[src/rtl/ssar_pkg.sv]
// Purpose: shared constants and types for the scanning converter sequencer
// Assumes: APB register map, byte addresses, 32-bit data
// Notes: per-channel windows are word arrays starting at the base offsets
package ssar_pkg;
  // ==========================================================
  // register offsets
  localparam logic [7:0] ADDR_CTRL = 8'h00;
  localparam logic [7:0] ADDR_NUMCH = 8'h04;
  localparam logic [7:0] ADDR_AVGN = 8'h08;
  localparam logic [7:0] ADDR_LOW = 8'h0C;
  localparam logic [7:0] ADDR_HIGH = 8'h10;
  localparam logic [7:0] ADDR_STAT = 8'h14;
  localparam logic [7:0] ADDR_VALID = 8'h18;
  localparam logic [7:0] ADDR_CHCFG = 8'h40;
  localparam logic [7:0] ADDR_RESULT = 8'h80;
  // ==========================================================
  // control fields
  localparam int CTRL_START = 0;
  localparam int CTRL_STOP = 1;
  localparam int CTRL_CONT = 2;
  localparam int CTRL_AVGM = 3;
  localparam int CTRL_ALT10 = 5;
  localparam int CTRL_CMP = 6;
  localparam int CTRL_DSGN = 8;
  localparam int CTRL_SSGN = 9;
  localparam int CTRL_FILT = 10;
  localparam int CTRL_SOCEN = 11;
  // channel config fields
  localparam int CH_EN = 0;
  localparam int CH_ALT = 1;
  localparam int CH_DIFF = 2;
  localparam int CH_AVG = 3;
  localparam int CH_LIM = 4;
  localparam int CH_SAT = 5;
  localparam int CH_ACQ = 8;
  // status fields
  localparam int ST_BUSY = 0;
  localparam int ST_EOS = 1;
  localparam int ST_RANGE = 2;
  localparam int ST_SAT = 3;
  localparam int ST_FERR = 4;
  // ==========================================================
  // reset values and averaging limit
  localparam logic [11:0] CTRL_RST = 12'h000;
  localparam logic [3:0] NUMCH_RST = 4'h1;
  localparam logic [3:0] AVGN_RST = 4'h1;
  localparam logic [3:0] AVGN_MAX = 4'h8;
  localparam logic [15:0] LOW_RST = 16'h0200;
  localparam logic [15:0] HIGH_RST = 16'h0E00;
  localparam logic [15:0] CHCFG_RST = 16'h0100;
  // ==========================================================
  typedef enum logic [1:0] {
    AVG_SEQ_SUM = 2'b00, AVG_SEQ_FIX = 2'b01, AVG_ILV_SUM = 2'b10
  } ssar_avg_type;
  typedef enum logic [1:0] {
    CMP_BELOW = 2'b00, CMP_INSIDE = 2'b01, CMP_ABOVE = 2'b10, CMP_OUTSIDE = 2'b11
  } ssar_cmp_type;
  typedef enum logic [3:0] {
    SQ_IDLE = 4'b0001, SQ_ACQ = 4'b0010, SQ_CONV = 4'b0100, SQ_STORE = 4'b1000
  } ssar_state_type;
endpackage

[src/rtl/ssar_seq.sv]
// Purpose: scan sequencer, averaging and range detect for a SAR core
// Assumes: core answers conv_start with core_done and a right-justified code
// Notes: soc is asynchronous and synchronised; events are one-cycle pulses
// Behaviour
// - sequential averaging stays on channel until done
// - sequential averaging sums readings, result right-aligned
// - interleaved sum takes one conversion per channel
// - scan with a plain channel: end-of-scan every scan, valid after count
// - all interleaved: end-of-scan only when all valid
// - alternate 8/10-bit or native 12-bit per channel
// - no averaging at alternate resolution
// - range detect below/inside/above/outside raises event
// - low threshold resets to 0x0200
// - high threshold resets to 0x0E00
// - compare final 16-bit result, signed if signed
// - scan list holds 1 to 16 channels, default 2
// - disabled channel consumes no scan time
// - filtered channel 0 uses differential format
// - acquisition dwells at least configured minimum
// - limit event on post-averaging range match
// - saturation event on pre-averaging min/max code
// - filter path refused in single-shot mode
// - sequential sum shifted to fit 16 bits
// - sequential fixed shifted back to 12 bits
// - interleaved sum wraps in 16 bits, undetected
// - one global averaging count, default 2
`timescale 1ns/1ps
module ssar_seq
  import ssar_pkg::*;
(
  input wire logic pclk,
  input wire logic presetn,
  input wire logic psel,
  input wire logic penable,
  input wire logic pwrite,
  input wire logic [7:0] paddr,
  input wire logic [31:0] pwdata,
  output logic [31:0] prdata,
  output logic pready,
  output logic pslverr,
  input wire logic soc,
  input wire logic core_done,
  input wire logic [11:0] core_data,
  output logic conv_sample,
  output logic conv_start,
  output logic [3:0] conv_chan,
  output logic conv_alt,
  output logic conv_alt10,
  output logic conv_diff,
  output logic busy,
  output logic eos_pulse,
  output logic range_pulse,
  output logic sat_pulse
);
  // ==========================================================
  // registers and state
  logic [11:0] ctrl_q;
  logic [3:0] numch_q, avgn_q;
  logic [15:0] low_q, high_q, valid_q;
  logic [4:0] stat_q;
  logic [15:0] chcfg_q [16];
  logic [15:0] result_q [16];
  ssar_state_type state_q;
  logic [3:0] ch_q;
  logic [7:0] acq_q, sc_q, ilv_q;
  logic [19:0] sum_q;
  logic [11:0] raw_q;
  logic run_q, plain_seen_q, soc_s1_q, soc_s2_q, soc_s3_q;

  function automatic logic [4:0] first_en(input logic [4:0] from, input logic [3:0] last,
                                          input logic [15:0] en);
    logic [4:0] r;
    r = 5'h00;
    for (int i = 15; i >= 0; i--) begin
      if (i >= from && i <= last && en[i]) begin
        r = {1'b1, 4'(i)};
      end
    end
    return r;
  endfunction

  function automatic logic [11:0] code_max(input logic alternate_resolution_select, input logic alt10);
    return alternate_resolution_select ? (alt10 ? 12'h3FF : 12'h0FF) : 12'hFFF;
  endfunction

  // offset-binary code to right-justified 16-bit word
  function automatic logic [15:0] fmt(input logic [11:0] raw, input logic alternate_resolution_select,
                                      input logic alt10, input logic sgn);
    logic [11:0] m;
    logic [11:0] top;
    m = raw & code_max(alternate_resolution_select, alt10);
    top = (code_max(alternate_resolution_select, alt10) >> 1) + 12'h001;
    if (!sgn) begin
      return {4'h0, m};
    end
    return (m & top) != 12'h000 ? {4'h0, m & ~top} : {4'h0, m} - {4'h0, top};
  endfunction

  // ==========================================================
  // APB access
  logic wr_en, rd_en, hit;
  logic [3:0] widx;
  assign wr_en = psel && penable && pwrite;
  assign rd_en = psel && penable && !pwrite;
  assign widx = paddr[5:2];
  assign pready = 1'b1;
  assign pslverr = psel && penable && !hit;

  always_comb begin
    hit = 1'b1;
    prdata = 32'h0000_0000;
    if (paddr[7:6] == ADDR_CHCFG[7:6] && paddr[1:0] == 2'b00) begin
      prdata = {16'h0000, chcfg_q[widx]};
    end else if (paddr[7:6] == ADDR_RESULT[7:6] && paddr[1:0] == 2'b00) begin
      prdata = {16'h0000, result_q[widx]};
    end else begin
      case (paddr)
        ADDR_CTRL: prdata = {20'h0_0000, ctrl_q & ~12'h003};
        ADDR_NUMCH: prdata = {28'h000_0000, numch_q};
        ADDR_AVGN: prdata = {28'h000_0000, avgn_q};
        ADDR_LOW: prdata = {16'h0000, low_q};
        ADDR_HIGH: prdata = {16'h0000, high_q};
        ADDR_STAT: prdata = {27'h000_0000, stat_q[4:1], busy};
        ADDR_VALID: prdata = {16'h0000, valid_q};
        default: hit = 1'b0;
      endcase
    end
  end

  always_ff @(posedge pclk or negedge presetn) begin
    if (!presetn) begin
      ctrl_q <= CTRL_RST;
      numch_q <= NUMCH_RST;
      avgn_q <= AVGN_RST;
      low_q <= LOW_RST;
      high_q <= HIGH_RST;
    end else if (wr_en) begin
      case (paddr)
        ADDR_CTRL: ctrl_q <= pwdata[11:0];
        ADDR_NUMCH: numch_q <= pwdata[3:0];
        ADDR_AVGN: avgn_q <= pwdata[3:0] > AVGN_MAX ? AVGN_MAX : pwdata[3:0];
        ADDR_LOW: low_q <= pwdata[15:0];
        ADDR_HIGH: high_q <= pwdata[15:0];
        default: ;
      endcase
    end
  end

  always_ff @(posedge pclk or negedge presetn) begin
    if (!presetn) begin
      for (int i = 0; i < 16; i++) begin
        chcfg_q[i] <= CHCFG_RST;
      end
    end else if (wr_en && paddr[7:6] == ADDR_CHCFG[7:6]) begin
      chcfg_q[widx] <= pwdata[15:0];
    end
  end

  // ==========================================================
  // trigger
  logic sw_start, sw_stop, cont, filt, soc_rise, go, start_ok;
  logic [11:0] ctrl_v;
  assign sw_start = wr_en && paddr == ADDR_CTRL && pwdata[CTRL_START];
  assign sw_stop = wr_en && paddr == ADDR_CTRL && pwdata[CTRL_STOP];
  // a start written together with new mode bits obeys those bits
  assign ctrl_v = wr_en && paddr == ADDR_CTRL ? pwdata[11:0] : ctrl_q;
  assign cont = ctrl_v[CTRL_CONT];
  assign filt = ctrl_v[CTRL_FILT];
  assign soc_rise = soc_s2_q && !soc_s3_q;
  assign go = sw_start || (ctrl_q[CTRL_SOCEN] && (cont ? soc_s2_q : soc_rise));
  assign start_ok = !(filt && !cont);

  always_ff @(posedge pclk or negedge presetn) begin
    if (!presetn) begin
      soc_s1_q <= 1'b0;
      soc_s2_q <= 1'b0;
      soc_s3_q <= 1'b0;
    end else begin
      soc_s1_q <= soc;
      soc_s2_q <= soc_s1_q;
      soc_s3_q <= soc_s2_q;
    end
  end

  // ==========================================================
  // per-sample datapath
  logic [15:0] en_vec, cfg, fv, fin;
  logic [8:0] cnt;
  logic [3:0] shift;
  logic alternate_resolution_select, diffc, sgn, avg_on, ilv, seq_avg, last_smp, final_c, valid_c, plain_c, sat_c;
  logic [19:0] new_sum;
  logic signed [19:0] sum_ash;
  logic [4:0] nxt, first;
  logic scan_start, scan_end, eos_c, match;
  ssar_avg_type avgm;
  ssar_cmp_type cmpm;

  always_comb begin
    for (int i = 0; i < 16; i++) begin
      en_vec[i] = chcfg_q[i][CH_EN];
    end
  end

  assign avgm = ssar_avg_type'(ctrl_q[CTRL_AVGM +: 2]);
  assign cmpm = ssar_cmp_type'(ctrl_q[CTRL_CMP +: 2]);
  assign cnt = 9'h001 << avgn_q;
  assign cfg = chcfg_q[ch_q];
  assign alternate_resolution_select = cfg[CH_ALT];
  assign diffc = cfg[CH_DIFF] || (ch_q == 4'h0 && filt);
  assign sgn = diffc ? ctrl_q[CTRL_DSGN] : ctrl_q[CTRL_SSGN];
  assign avg_on = cfg[CH_AVG] && !alternate_resolution_select;
  assign ilv = avg_on && avgm == AVG_ILV_SUM;
  assign seq_avg = avg_on && !ilv;
  assign last_smp = {1'b0, sc_q} == cnt - 9'h001;
  assign fv = fmt(raw_q, alternate_resolution_select, ctrl_q[CTRL_ALT10], sgn);
  assign new_sum = sum_q + {{4{fv[15]}}, fv};
  // kept apart so a mixed-sign select cannot turn the shift logical
  assign sum_ash = $signed(new_sum) >>> shift;
  assign shift = avgm == AVG_SEQ_FIX ? avgn_q : (avgn_q > 4'h4 ? avgn_q - 4'h4 : 4'h0);
  assign sat_c = raw_q == 12'h000 || raw_q == code_max(alternate_resolution_select, ctrl_q[CTRL_ALT10]);

  always_comb begin
    fin = fv;
    final_c = 1'b1;
    valid_c = 1'b1;
    if (seq_avg) begin
      // signed shift keeps averaged signed results signed
      fin = 16'(sgn ? sum_ash : new_sum >> shift);
      final_c = last_smp;
    end else if (ilv) begin
      fin = ilv_q == 8'h00 ? fv : result_q[ch_q] + fv;
      valid_c = {1'b0, ilv_q} == cnt - 9'h001;
    end
  end

  always_comb begin
    logic lo, hi;
    lo = sgn ? $signed(fin) < $signed(low_q) : fin < low_q;
    hi = sgn ? $signed(fin) >= $signed(high_q) : fin >= high_q;
    case (cmpm)
      CMP_BELOW: match = lo;
      CMP_INSIDE: match = !lo && !hi;
      CMP_ABOVE: match = hi;
      CMP_OUTSIDE: match = lo || hi;
      default: match = 1'b0;
    endcase
  end

  assign plain_c = !ilv;
  assign first = first_en(5'h00, numch_q, en_vec);
  assign nxt = first_en({1'b0, ch_q} + 5'h01, numch_q, en_vec);
  assign scan_start = state_q == SQ_IDLE && go && start_ok;
  assign scan_end = (state_q == SQ_STORE && final_c && !nxt[4]) || (scan_start && !first[4]);
  // a scan of only interleaved channels reports once per full average
  assign eos_c = plain_seen_q || (state_q == SQ_STORE && plain_c) ||
                 {1'b0, ilv_q} == cnt - 9'h001 || avgm != AVG_ILV_SUM;

  // ==========================================================
  // sequencer
  always_ff @(posedge pclk or negedge presetn) begin
    if (!presetn) begin
      state_q <= SQ_IDLE;
      ch_q <= 4'h0;
      acq_q <= 8'h00;
      sc_q <= 8'h00;
      sum_q <= 20'h0_0000;
      raw_q <= 12'h000;
    end else begin
      case (state_q)
        SQ_IDLE: begin
          if (scan_start && first[4]) begin
            ch_q <= first[3:0];
            acq_q <= 8'h00;
            sc_q <= 8'h00;
            sum_q <= 20'h0_0000;
            state_q <= SQ_ACQ;
          end
        end
        SQ_ACQ: begin
          acq_q <= acq_q + 8'h01;
          if (conv_start) begin
            state_q <= SQ_CONV;
          end
        end
        SQ_CONV: begin
          if (core_done) begin
            raw_q <= core_data;
            state_q <= SQ_STORE;
          end
        end
        SQ_STORE: begin
          acq_q <= 8'h00;
          if (!final_c) begin
            sum_q <= new_sum;
            sc_q <= sc_q + 8'h01;
            state_q <= SQ_ACQ;
          end else if (nxt[4]) begin
            ch_q <= nxt[3:0];
            sc_q <= 8'h00;
            sum_q <= 20'h0_0000;
            state_q <= SQ_ACQ;
          end else if ((cont && run_q) || (cont && ctrl_q[CTRL_SOCEN] && soc_s2_q)) begin
            ch_q <= first[3:0];
            sc_q <= 8'h00;
            sum_q <= 20'h0_0000;
            state_q <= first[4] ? SQ_ACQ : SQ_IDLE;
          end else begin
            state_q <= SQ_IDLE;
          end
        end
        default: state_q <= SQ_IDLE;
      endcase
    end
  end

  // continuous run flag and interleave scan counter
  always_ff @(posedge pclk or negedge presetn) begin
    if (!presetn) begin
      run_q <= 1'b0;
      ilv_q <= 8'h00;
      plain_seen_q <= 1'b0;
    end else begin
      if (sw_stop) begin
        run_q <= 1'b0;
      end else if (sw_start && cont && start_ok) begin
        run_q <= 1'b1;
      end
      if (scan_end) begin
        plain_seen_q <= 1'b0;
        if (avgm == AVG_ILV_SUM) begin
          ilv_q <= {1'b0, ilv_q} == cnt - 9'h001 ? 8'h00 : ilv_q + 8'h01;
        end
      end else if (state_q == SQ_STORE && plain_c) begin
        plain_seen_q <= 1'b1;
      end
    end
  end

  // ==========================================================
  // results, valid flags, sticky status
  logic rd_result;
  assign rd_result = rd_en && paddr[7:6] == ADDR_RESULT[7:6];

  always_ff @(posedge pclk or negedge presetn) begin
    if (!presetn) begin
      for (int i = 0; i < 16; i++) begin
        result_q[i] <= 16'h0000;
      end
    end else if (state_q == SQ_STORE && final_c) begin
      result_q[ch_q] <= fin;
    end
  end

  always_ff @(posedge pclk or negedge presetn) begin
    if (!presetn) begin
      valid_q <= 16'h0000;
    end else begin
      for (int i = 0; i < 16; i++) begin
        // a store in the read cycle keeps the flag set
        if (state_q == SQ_STORE && final_c && valid_c && ch_q == 4'(i)) begin
          valid_q[i] <= 1'b1;
        end else if (rd_result && widx == 4'(i)) begin
          valid_q[i] <= 1'b0;
        end
      end
    end
  end

  always_ff @(posedge pclk or negedge presetn) begin
    if (!presetn) begin
      stat_q <= 5'h00;
      eos_pulse <= 1'b0;
      range_pulse <= 1'b0;
      sat_pulse <= 1'b0;
    end else begin
      eos_pulse <= scan_end && eos_c;
      range_pulse <= state_q == SQ_STORE && final_c && valid_c && cfg[CH_LIM] && match;
      sat_pulse <= state_q == SQ_STORE && cfg[CH_SAT] && sat_c;
      for (int b = 1; b < 5; b++) begin
        if (wr_en && paddr == ADDR_STAT && pwdata[b]) begin
          stat_q[b] <= 1'b0;
        end
      end
      if (scan_end && eos_c) stat_q[ST_EOS] <= 1'b1;
      if (state_q == SQ_STORE && final_c && valid_c && cfg[CH_LIM] && match) begin
        stat_q[ST_RANGE] <= 1'b1;
      end
      if (state_q == SQ_STORE && cfg[CH_SAT] && sat_c) stat_q[ST_SAT] <= 1'b1;
      if (state_q == SQ_IDLE && go && !start_ok) stat_q[ST_FERR] <= 1'b1;
      stat_q[ST_BUSY] <= 1'b0;
    end
  end

  // ==========================================================
  // core drive
  logic [7:0] acq_min;
  assign acq_min = cfg[CH_ACQ +: 8] == 8'h00 ? 8'h01 : cfg[CH_ACQ +: 8];
  assign conv_sample = state_q == SQ_ACQ;
  assign conv_start = state_q == SQ_ACQ && acq_q + 8'h01 >= acq_min;
  assign conv_chan = ch_q;
  assign conv_alt = alternate_resolution_select;
  assign conv_alt10 = ctrl_q[CTRL_ALT10];
  assign conv_diff = diffc;
  assign busy = state_q != SQ_IDLE;

  // ==========================================================
  // checks
  property p_acq_dwell;
    @(posedge pclk) disable iff (!presetn)
    conv_start |-> acq_q + 8'h01 >= acq_min;
  endproperty
  a_acq_dwell: assert property (p_acq_dwell) else $error("acquisition too short");
  property p_en_only;
    @(posedge pclk) disable iff (!presetn)
    conv_start |-> en_vec[conv_chan] && conv_chan <= numch_q;
  endproperty
  a_en_only: assert property (p_en_only) else $error("disabled channel converted");
  property p_seq_stay;
    @(posedge pclk) disable iff (!presetn)
    state_q == SQ_STORE && seq_avg && !last_smp |=> state_q == SQ_ACQ && $stable(ch_q);
  endproperty
  a_seq_stay: assert property (p_seq_stay) else $error("left averaged channel early");
  property p_alt_noavg;
    @(posedge pclk) disable iff (!presetn) state_q == SQ_STORE && alternate_resolution_select |-> final_c && fin == fv;
  endproperty
  a_alt_noavg: assert property (p_alt_noavg) else $error("alternate channel averaged");
  property p_filter_single;
    @(posedge pclk) disable iff (!presetn) filt && !cont && state_q == SQ_IDLE |=> !busy;
  endproperty
  a_filter_single: assert property (p_filter_single) else $error("filter in single shot");
  property p_ilv_eos;
    @(posedge pclk) disable iff (!presetn)
    scan_end && !eos_c |=> !eos_pulse;
  endproperty
  a_ilv_eos: assert property (p_ilv_eos) else $error("early end of scan");
  property p_eos_every;
    @(posedge pclk) disable iff (!presetn)
    scan_end && plain_seen_q |=> eos_pulse;
  endproperty
  a_eos_every: assert property (p_eos_every) else $error("end of scan missing");
  property p_range;
    @(posedge pclk) disable iff (!presetn)
    state_q == SQ_STORE && final_c && valid_c && cfg[CH_LIM] && cmpm == CMP_ABOVE &&
    (sgn ? $signed(fin) >= $signed(high_q) : fin >= high_q) |=> range_pulse;
  endproperty
  a_range: assert property (p_range) else $error("range event missing");
  property p_sat;
    @(posedge pclk) disable iff (!presetn)
    state_q == SQ_STORE && cfg[CH_SAT] && raw_q == 12'h000 |=> sat_pulse ##1 !sat_pulse;
  endproperty
  a_sat: assert property (p_sat) else $error("saturation event wrong");
  c_scan: cover property (@(posedge pclk) disable iff (!presetn) eos_pulse);
  c_seq_avg: cover property (@(posedge pclk) disable iff (!presetn)
    state_q == SQ_STORE && seq_avg && last_smp);
  c_ilv_done: cover property (@(posedge pclk) disable iff (!presetn)
    state_q == SQ_STORE && ilv && valid_c);
endmodule // ssar_seq

[config.mk]
export PLATFORM = sky130hd
export DESIGN_NAME = ssar_seq
export DESIGN_NICKNAME = d
export VERILOG_FILES = /design/src/rtl/ssar_pkg.sv /design/src/rtl/ssar_seq.sv
export SDC_FILE = /design/constraint.sdc
export NUM_CORES = 2
export LEC_CHECK = 0
export ABC_CLOCK_PERIOD_IN_PS = 15200
export BUFFER_PORTS_ARGS = -buffer_cell sky130_fd_sc_hd__buf_2
export CAP_MARGIN = 25
export CORE_MARGIN = 2
export CORE_UTILIZATION = 40
export DETAILED_ROUTE_END_ITERATION = 10
export GPL_TIMING_DRIVEN = 1
export PLACE_DENSITY = 0.56
export SYNTH_ARGS = -nofsm -noshare
export SYNTH_HDL_FRONTEND = slang
export SYNTH_SLANG_ARGS = --single-unit
[constraint.sdc]
create_clock -name pclk -period 15.2 [get_ports pclk]
set_input_delay 2.28 -clock pclk [delete_from_list [all_inputs] [get_ports pclk]]
set_output_delay 2.28 -clock pclk [all_outputs]
set_load 0.01 [all_outputs]
* Word-level counts from Yosys, hierarchy flattened *
Index checks and enable logic that the tools add are counted.

operators by class
  add/subtract/negate cells = 10
  order comparisons = 42
  equal/unequal tests = 58
  shift operators = 3
  multiplexer cells = 146
  bitwise gates (word level) = 6
  reductions and logical operators = 189

operator list
  cell                 count
  $bwmux 256           2
  $bmux 16 s4          4
  $mux 16              16
  $mux 5               32
  $demux 16 s4         2
  $logic_and 1x1->1    124
  $pmux 16 s7          1
  $mux 20              4
  $eq 4x4->1 const B   17
  $mux 32              2
  $mux 1               54
  $mux 8               6
  $reduce_bool 2->1    23
  $ge 4x5->1 const A   8
  $mux 4               10
  $pmux 20 s2          1
  $and 12x12->12       3
  $eq 4x3->1 const B   9
  $ge 16x16->1         2
  $le 4x4->1 const A   8
  $lt 16x16->1         2
  $add 8x1->8 const B  3
  $eq 8x5->1 const B   3
  $logic_not 8->1      3
  56 further kinds     115

storage, ports and cells
  register bits = 656
  bits of input ports = 59
  output and inout port bits = 47

* Logic depth before layout (Yosys ltp) *
  depth after elaboration = 25
  mapped depth = 42
  mapped depth without buffers = 33

* Worst setup path after synthesis *
No wires, ideal clock.

  path kind = input-to-reg
  start = in paddr[2]
  end = reg stat_q[2]
  arrival = 9647 ps
  required time = 15069 ps
  setup slack = 5422 ps
  stages = 35
  buffers on the path = 5
  cell sequence = clkbuf_1 -> or4_1 -> nor3_4 -> mux2_4 -> a32oi_2 -> mux2i_4 -> clkbuf_1 -> clkbuf_1 -> a21oi_1 -> o32ai_1 -> ha_1 -> nand3_1 -> o21ba_2 -> or3_1 -> o311ai_1 -> and2_1 -> clkbuf_1 -> xor3_1 -> a211oi_1 -> o22ai_1 -> mux2_2 -> clkbuf_1 -> inv_1 -> ha_1 -> a21o_1 -> a21o_1 -> a21o_1 -> a21o_1 -> a21o_1 -> a21oi_1 -> mux2i_1 -> o21ai_0 -> a21oi_1 -> nand4_1 -> nand4_1

between the ends
  word-level cells in the longest chain between the ends = 18
  elaborated cells on any way between the ends = 32
  those cells by class = add/sub (2); order compare (4); eq/ne (1); shift (2); mux (11); reduce/logical (12)

RTL lines
  element                                                  line                              source
  start: declaration                                       ssar_seq.sv:36                    input wire logic [7:0] paddr,
  $logic_not 8->1 (*)                                      ssar_seq.sv:166                   assign ctrl_v = wr_en && paddr == ADDR_CTRL ? pwdata[11:0] : ctrl_q;
  $logic_and 1x1->1 (*)                                    ssar_seq.sv:166
  $mux 11 (*)                                              ssar_seq.sv:166
  $logic_and 1x1->1 (*)                                    ssar_seq.sv:209                   assign diffc = cfg[CH_DIFF] || (ch_q == 4'h0 && filt);
  $logic_or 1x1->1 (*)                                     ssar_seq.sv:209
  $mux 1 (*)                                               ssar_seq.sv:210                   assign sgn = diffc ? ctrl_q[CTRL_DSGN] : ctrl_q[CTRL_SSGN];
  $mux 16                                                  ssar_seq.sv:96                    return (m & top) != 12'h000 ? {4'h0, m & ~top} : {4'h0, m} - {4'h0, top};
  $add 20x20->20 / $add 16x16->16 (equally long branches)  ssar_seq.sv:216, ssar_seq.sv:231
  (+3 left out)                                            n/a
  net fin[9]                                               ssar_seq.sv:187                   logic [15:0] en_vec, cfg, fv, fin;
  $lt 16x16->1 / $ge 16x16->1 (equally long branches)      ssar_seq.sv:238, ssar_seq.sv:239
  $mux 1 (on tied branches)                                ssar_seq.sv:238, ssar_seq.sv:239
  $logic_not 1->1                                          ssar_seq.sv:242                   CMP_INSIDE: match = !lo && !hi;
  $logic_and 1x1->1                                        ssar_seq.sv:242
  $pmux 1 s4 (*)                                           ssar_seq.sv:240                   case (cmpm)
  $logic_and 1x1->1 (*)                                    ssar_seq.sv:385                   if (state_q == SQ_STORE && final_c && valid_c && cfg[CH_LIM] && match) begin
  $mux 1 / $reduce_bool 2->1 (equally long branches)       n/a
  end signal: indexed assignment                           ssar_seq.sv:384                   if (scan_end && eos_c) stat_q[ST_EOS] <= 1'b1;
  end signal: indexed assignment                           ssar_seq.sv:386                   stat_q[ST_RANGE] <= 1'b1;
  end signal: indexed assignment                           ssar_seq.sv:388                   if (state_q == SQ_STORE && cfg[CH_SAT] && sat_c) stat_q[ST_SAT] <= 1'b1;
  end: declaration                                         ssar_seq.sv:60                    logic [4:0] stat_q;

The timed path passes the listed nets; every way through them passes the cells marked *.
A chain may end at the register's enable or synchronous reset.

* Worst setup path after layout *
  start = in paddr[1]
  end = reg range_pulse

between the ends
  word-level cells in the longest chain between the ends = 17
  elaborated cells on any way between the ends = 27
  those cells by class = add/sub (2); order compare (4); shift (2); mux (10); reduce/logical (9)

RTL lines
  element                                                  line                              source
  $logic_not 8->1 (*)                                      ssar_seq.sv:166
  $logic_and 1x1->1 (*)                                    ssar_seq.sv:166
  $mux 11 (*)                                              ssar_seq.sv:166
  $logic_and 1x1->1 (*)                                    ssar_seq.sv:209
  $logic_or 1x1->1 (*)                                     ssar_seq.sv:209
  $mux 1 (*)                                               ssar_seq.sv:210
  $mux 16                                                  ssar_seq.sv:96
  $add 20x20->20 / $add 16x16->16 (equally long branches)  ssar_seq.sv:216, ssar_seq.sv:231
  $shr 20x4->16 (tied with other cells)                    ssar_seq.sv:228                   fin = 16'(sgn ? sum_ash : new_sum >> shift);
  $mux 16 (on tied branches)                               ssar_seq.sv:228, ssar_seq.sv:230
  $mux 16                                                  ssar_seq.sv:226                   if (seq_avg) begin
  $lt 16x16->1 / $ge 16x16->1 (equally long branches)      ssar_seq.sv:238, ssar_seq.sv:239
  $mux 1 (on tied branches)                                ssar_seq.sv:238, ssar_seq.sv:239
  $logic_not 1->1                                          ssar_seq.sv:242
  $logic_and 1x1->1                                        ssar_seq.sv:242
  $pmux 1 s4 (*)                                           ssar_seq.sv:240
  $logic_and 1x1->1 (*)                                    ssar_seq.sv:377                   range_pulse <= state_q == SQ_STORE && final_c && valid_c && cfg[CH_LIM] && match;
  end signal: assignment                                   ssar_seq.sv:377
  end: declaration                                         ssar_seq.sv:52                    output logic range_pulse,

Every way passes the cells marked *; elsewhere a longest branch is shown, timed or not.

==> qor.csv <==
metric,value,unit
outcome,finished clean,
Max clock buf depth,3,
CP Class,input port to flop,
die area,99300,µm²
Initial Utilization,40.2,%
sw power,1210,µW
global-route wire length before repair,181,mm
RR Startpoint,conv_chan[1]$_DFFE_PN0P_,
vias post-DR,27864,
leakage,0.0184,µW
IO Port Bufs,72,
pwr dens,100,nW/µm²
CTS sink cnt,654,
ys flop type,dfrtp_1,
hpwl dp,78.2,mm
Area Growth Syn to Fin,10.9,%
detailed-route DRC error count,0,
Final GP Congestion,0.894,
Overflow after GRT,0,
detailed-router iteration count before antenna repair,8,
final setup fails,0,
number of global-route vias before repair,27576,
Total Wirelength,119,mm
worst skew pair latency,0.65,ns
Rel. slew slack,18.2,%
I/O pins,106,
Seq pwr share,43.1,%
Startpoint Class,input port,
number of synthesized flops with an enable pin,0,
hold_sp,soc_s2_q$_DFF_PN0_,
clock share of power,42.8,%
Pint,3080,µW
Max IR drop VDD,0.0709,mV
"top cells by area, synth","dfrtp_1 (41%), mux4_2 (18%), mux2_2 (11%), o21ai_0 (3.6%), ha_1 (3.0%)",
postcts setup bufs,0,
"FF+latch count, synth",654,
final hold violation count,0,
dpl cell area,40300,µm²
die span in x,315,µm
RSZ-0062 raised after global routing,false,
FP Rows,114,
sw frac,28.2,%
"most common cell after layout, fill and taps aside",dfrtp_1,
Avg Inst Size Synth,11.7,µm²
fraction of registers with async set/reset,100,%
DRT antenna net count,0,
post-CTS sizing,0,
CTS tree,yes,
all-layer global routing usage,24.2,%
crit path from,paddr[1],
wire per inst,25.8,µm
Comb power frac,14.1,%
"commonest cells after routing, fill and taps aside","dfrtp_1 (627), mux2_2 (395), mux4_2 (302)",
Cells after Synth,3301,
largest area contributor in the netlist,dfrtp_1,
die height,315,µm
Worst-path clk slew,0.06,ns
fillers,8845,
crit end category,flop,
Yosys top cell area share,40.8,%
number of library cell types mapped by synthesis,93,
Max Cap Viol,0,
Top Metal Used,met4,
Critical Path RT,15.71,ns
WL met2,55.7,mm
final instance area,42900,µm²
share of layout cells above drive strength 1,30.9,%
final critical-path required period,11.66,ns
fin nets,3431,
DRT met1 WL,54.4,mm
setup TNS,0,ns
post-synthesis cell area,38700,µm²
largest net degree at the start of global routing,196,
hold crit path type,flop to flop,
"Seq/Total Area, Yosys",42.3,%
CTS Root Cell,clkbuf_16,
Max Slew Vio Count,0,
Yosys warnings,0,
initial antenna violation count,1,
drt first-iter violations,2679,
worst slew pin tran,1.23,ns
H-Tree Depth,3,
met3 routed WL,5.81,mm
Vias/cell,6.04,
"Max FO, Critical Path",26,
arrival time at the worst endpoint,12.16,ns
fin crit share,76.7,%
cts bufs inserted,75,
Fin Clk Skew,0.0370,ns
core footprint,96300,µm²
Fmax,0.0858,GHz
CTS hold repair buffers,0,
[logic make-up (layout without fill, tap and decap cells)]
logic type	after synthesis	in the layout	share of synthesized area, %
and+or+nand+nor	751	751	8.91
muxes	718	718	29.6
AOI/OAI and AO/OA	687	687	11.1
DFF	654	654	42.3
buffers and inverters	338	360	3.50
adders and majority gates	95	95	3.11
xor gates and xnor gates	56	56	1.34
other	2	20	0.0194
[worst paths after layout]
kind	end	slack [ns]	cells after the start
max	range_pulse$_DFF_PN0_	3.54	28
min	soc_s3_q$_DFF_PN0_	0.41	0
max reg2reg	range_pulse$_DFF_PN0_	4.78	28
min reg2reg	soc_s3_q$_DFF_PN0_	0.41	0
max in group asynchronous	result_q[162]$_DFFE_PN0P_	10.50	4
min in group asynchronous	chcfg_q[225]$_DFFE_PN0P_	1.62	1
[cells in the mapped netlist, types with 35 or more instances]
library cell and n:
dfrtp_1 631, mux2_2 395, mux4_2 302, nand2_1 299, o21ai_0 278, nor2_1 188, clkbuf_1 184, a21oi_1 121
ha_1 93, inv_1 81, nand3_1 53, buf_1 43, xnor2_1 41, a21o_1 37, nor3_1 35
[final cells by class]
cell class,instances,area (µm²),area share [%]
multi-input combinational,2324,21100,49.2
sequential,654,16400,38.2
clock buffer,116,2250,5.25
tap,1276,1600,3.72
timing repair buffer,140,983,2.29
inverter,82,308,0.717
clock inverter,22,249,0.580
antenna,3,7.51,0.0175
[flip-flops by register name, summed over array words and instances (netlist names), 8 cells and up]
name and flops:
valid_q 16, raw_q 12, result_q 256, chcfg_q 256, high_q 16, acq_q 8
ilv_q 8, ctrl_q 10, sum_q 20, sc_q 8, low_q 16
[power groups by stage]
stage               clock, µW  combinational [µW]  sequential (µW)
global route             1950                 652             1860
CTS                      1870                 602             1850
detailed placement          0                 599             1880
finish                   1840                 604             1850
floorplan                   0                 404             1840
global placement            0                 592             1880
[per-stage QoR]
stage | hold WS [ns] | util [%] | cells | setup slack (ns) | total power (µW)
floorplan | 0.331 | - | 3316 | 5.42 | 2250
global placement | 0.404 | 41.8 | 4465 | 3.07 | 2470
detailed placement | 0.395 | 41.9 | 4469 | 3.09 | 2480
CTS | 0.412 | 44.5 | 4607 | 3.76 | 4330
global route | 0.435 | 44.6 | 4614 | 3.01 | 4450
finish | 0.415 | 44.6 | 4617 | 3.54 | 4290
[critical path, cell delays in order]
cell and delay [ns]:
buf_2 0.13, or4_1 0.78, nor3_4 0.74, mux2_4 0.39, a32oi_2 0.41, mux2i_4 0.78
nor4_1 0.13, xor2_1 0.57, ha_1 0.44, a21oi_1 0.18, nor2_1 0.06, o21ba_2 0.20
or3_1 0.40, o311ai_1 0.71, and2_1 0.35, xor3_1 0.38, a211oi_1 0.35, o211ai_1 0.23
a32oi_2 0.86, ha_1 0.40, a21o_1 0.16, a21oi_1 0.20, nor4b_1 0.35, a21oi_1 0.12
o21ai_0 0.15, a21oi_1 0.08, nand4_1 0.15, nand3_1 0.14
[per-layer routing]
metal / global-route usage (%) / vias to the layer above
met4: 7.49 / 0
met1: 35.2 / 14624
met5: 0 / -
li1: - / 12346
met3: 2.65 / 140
met2: 38.2 / 754
No activity file was read; power rests on OpenSTA's default activity.
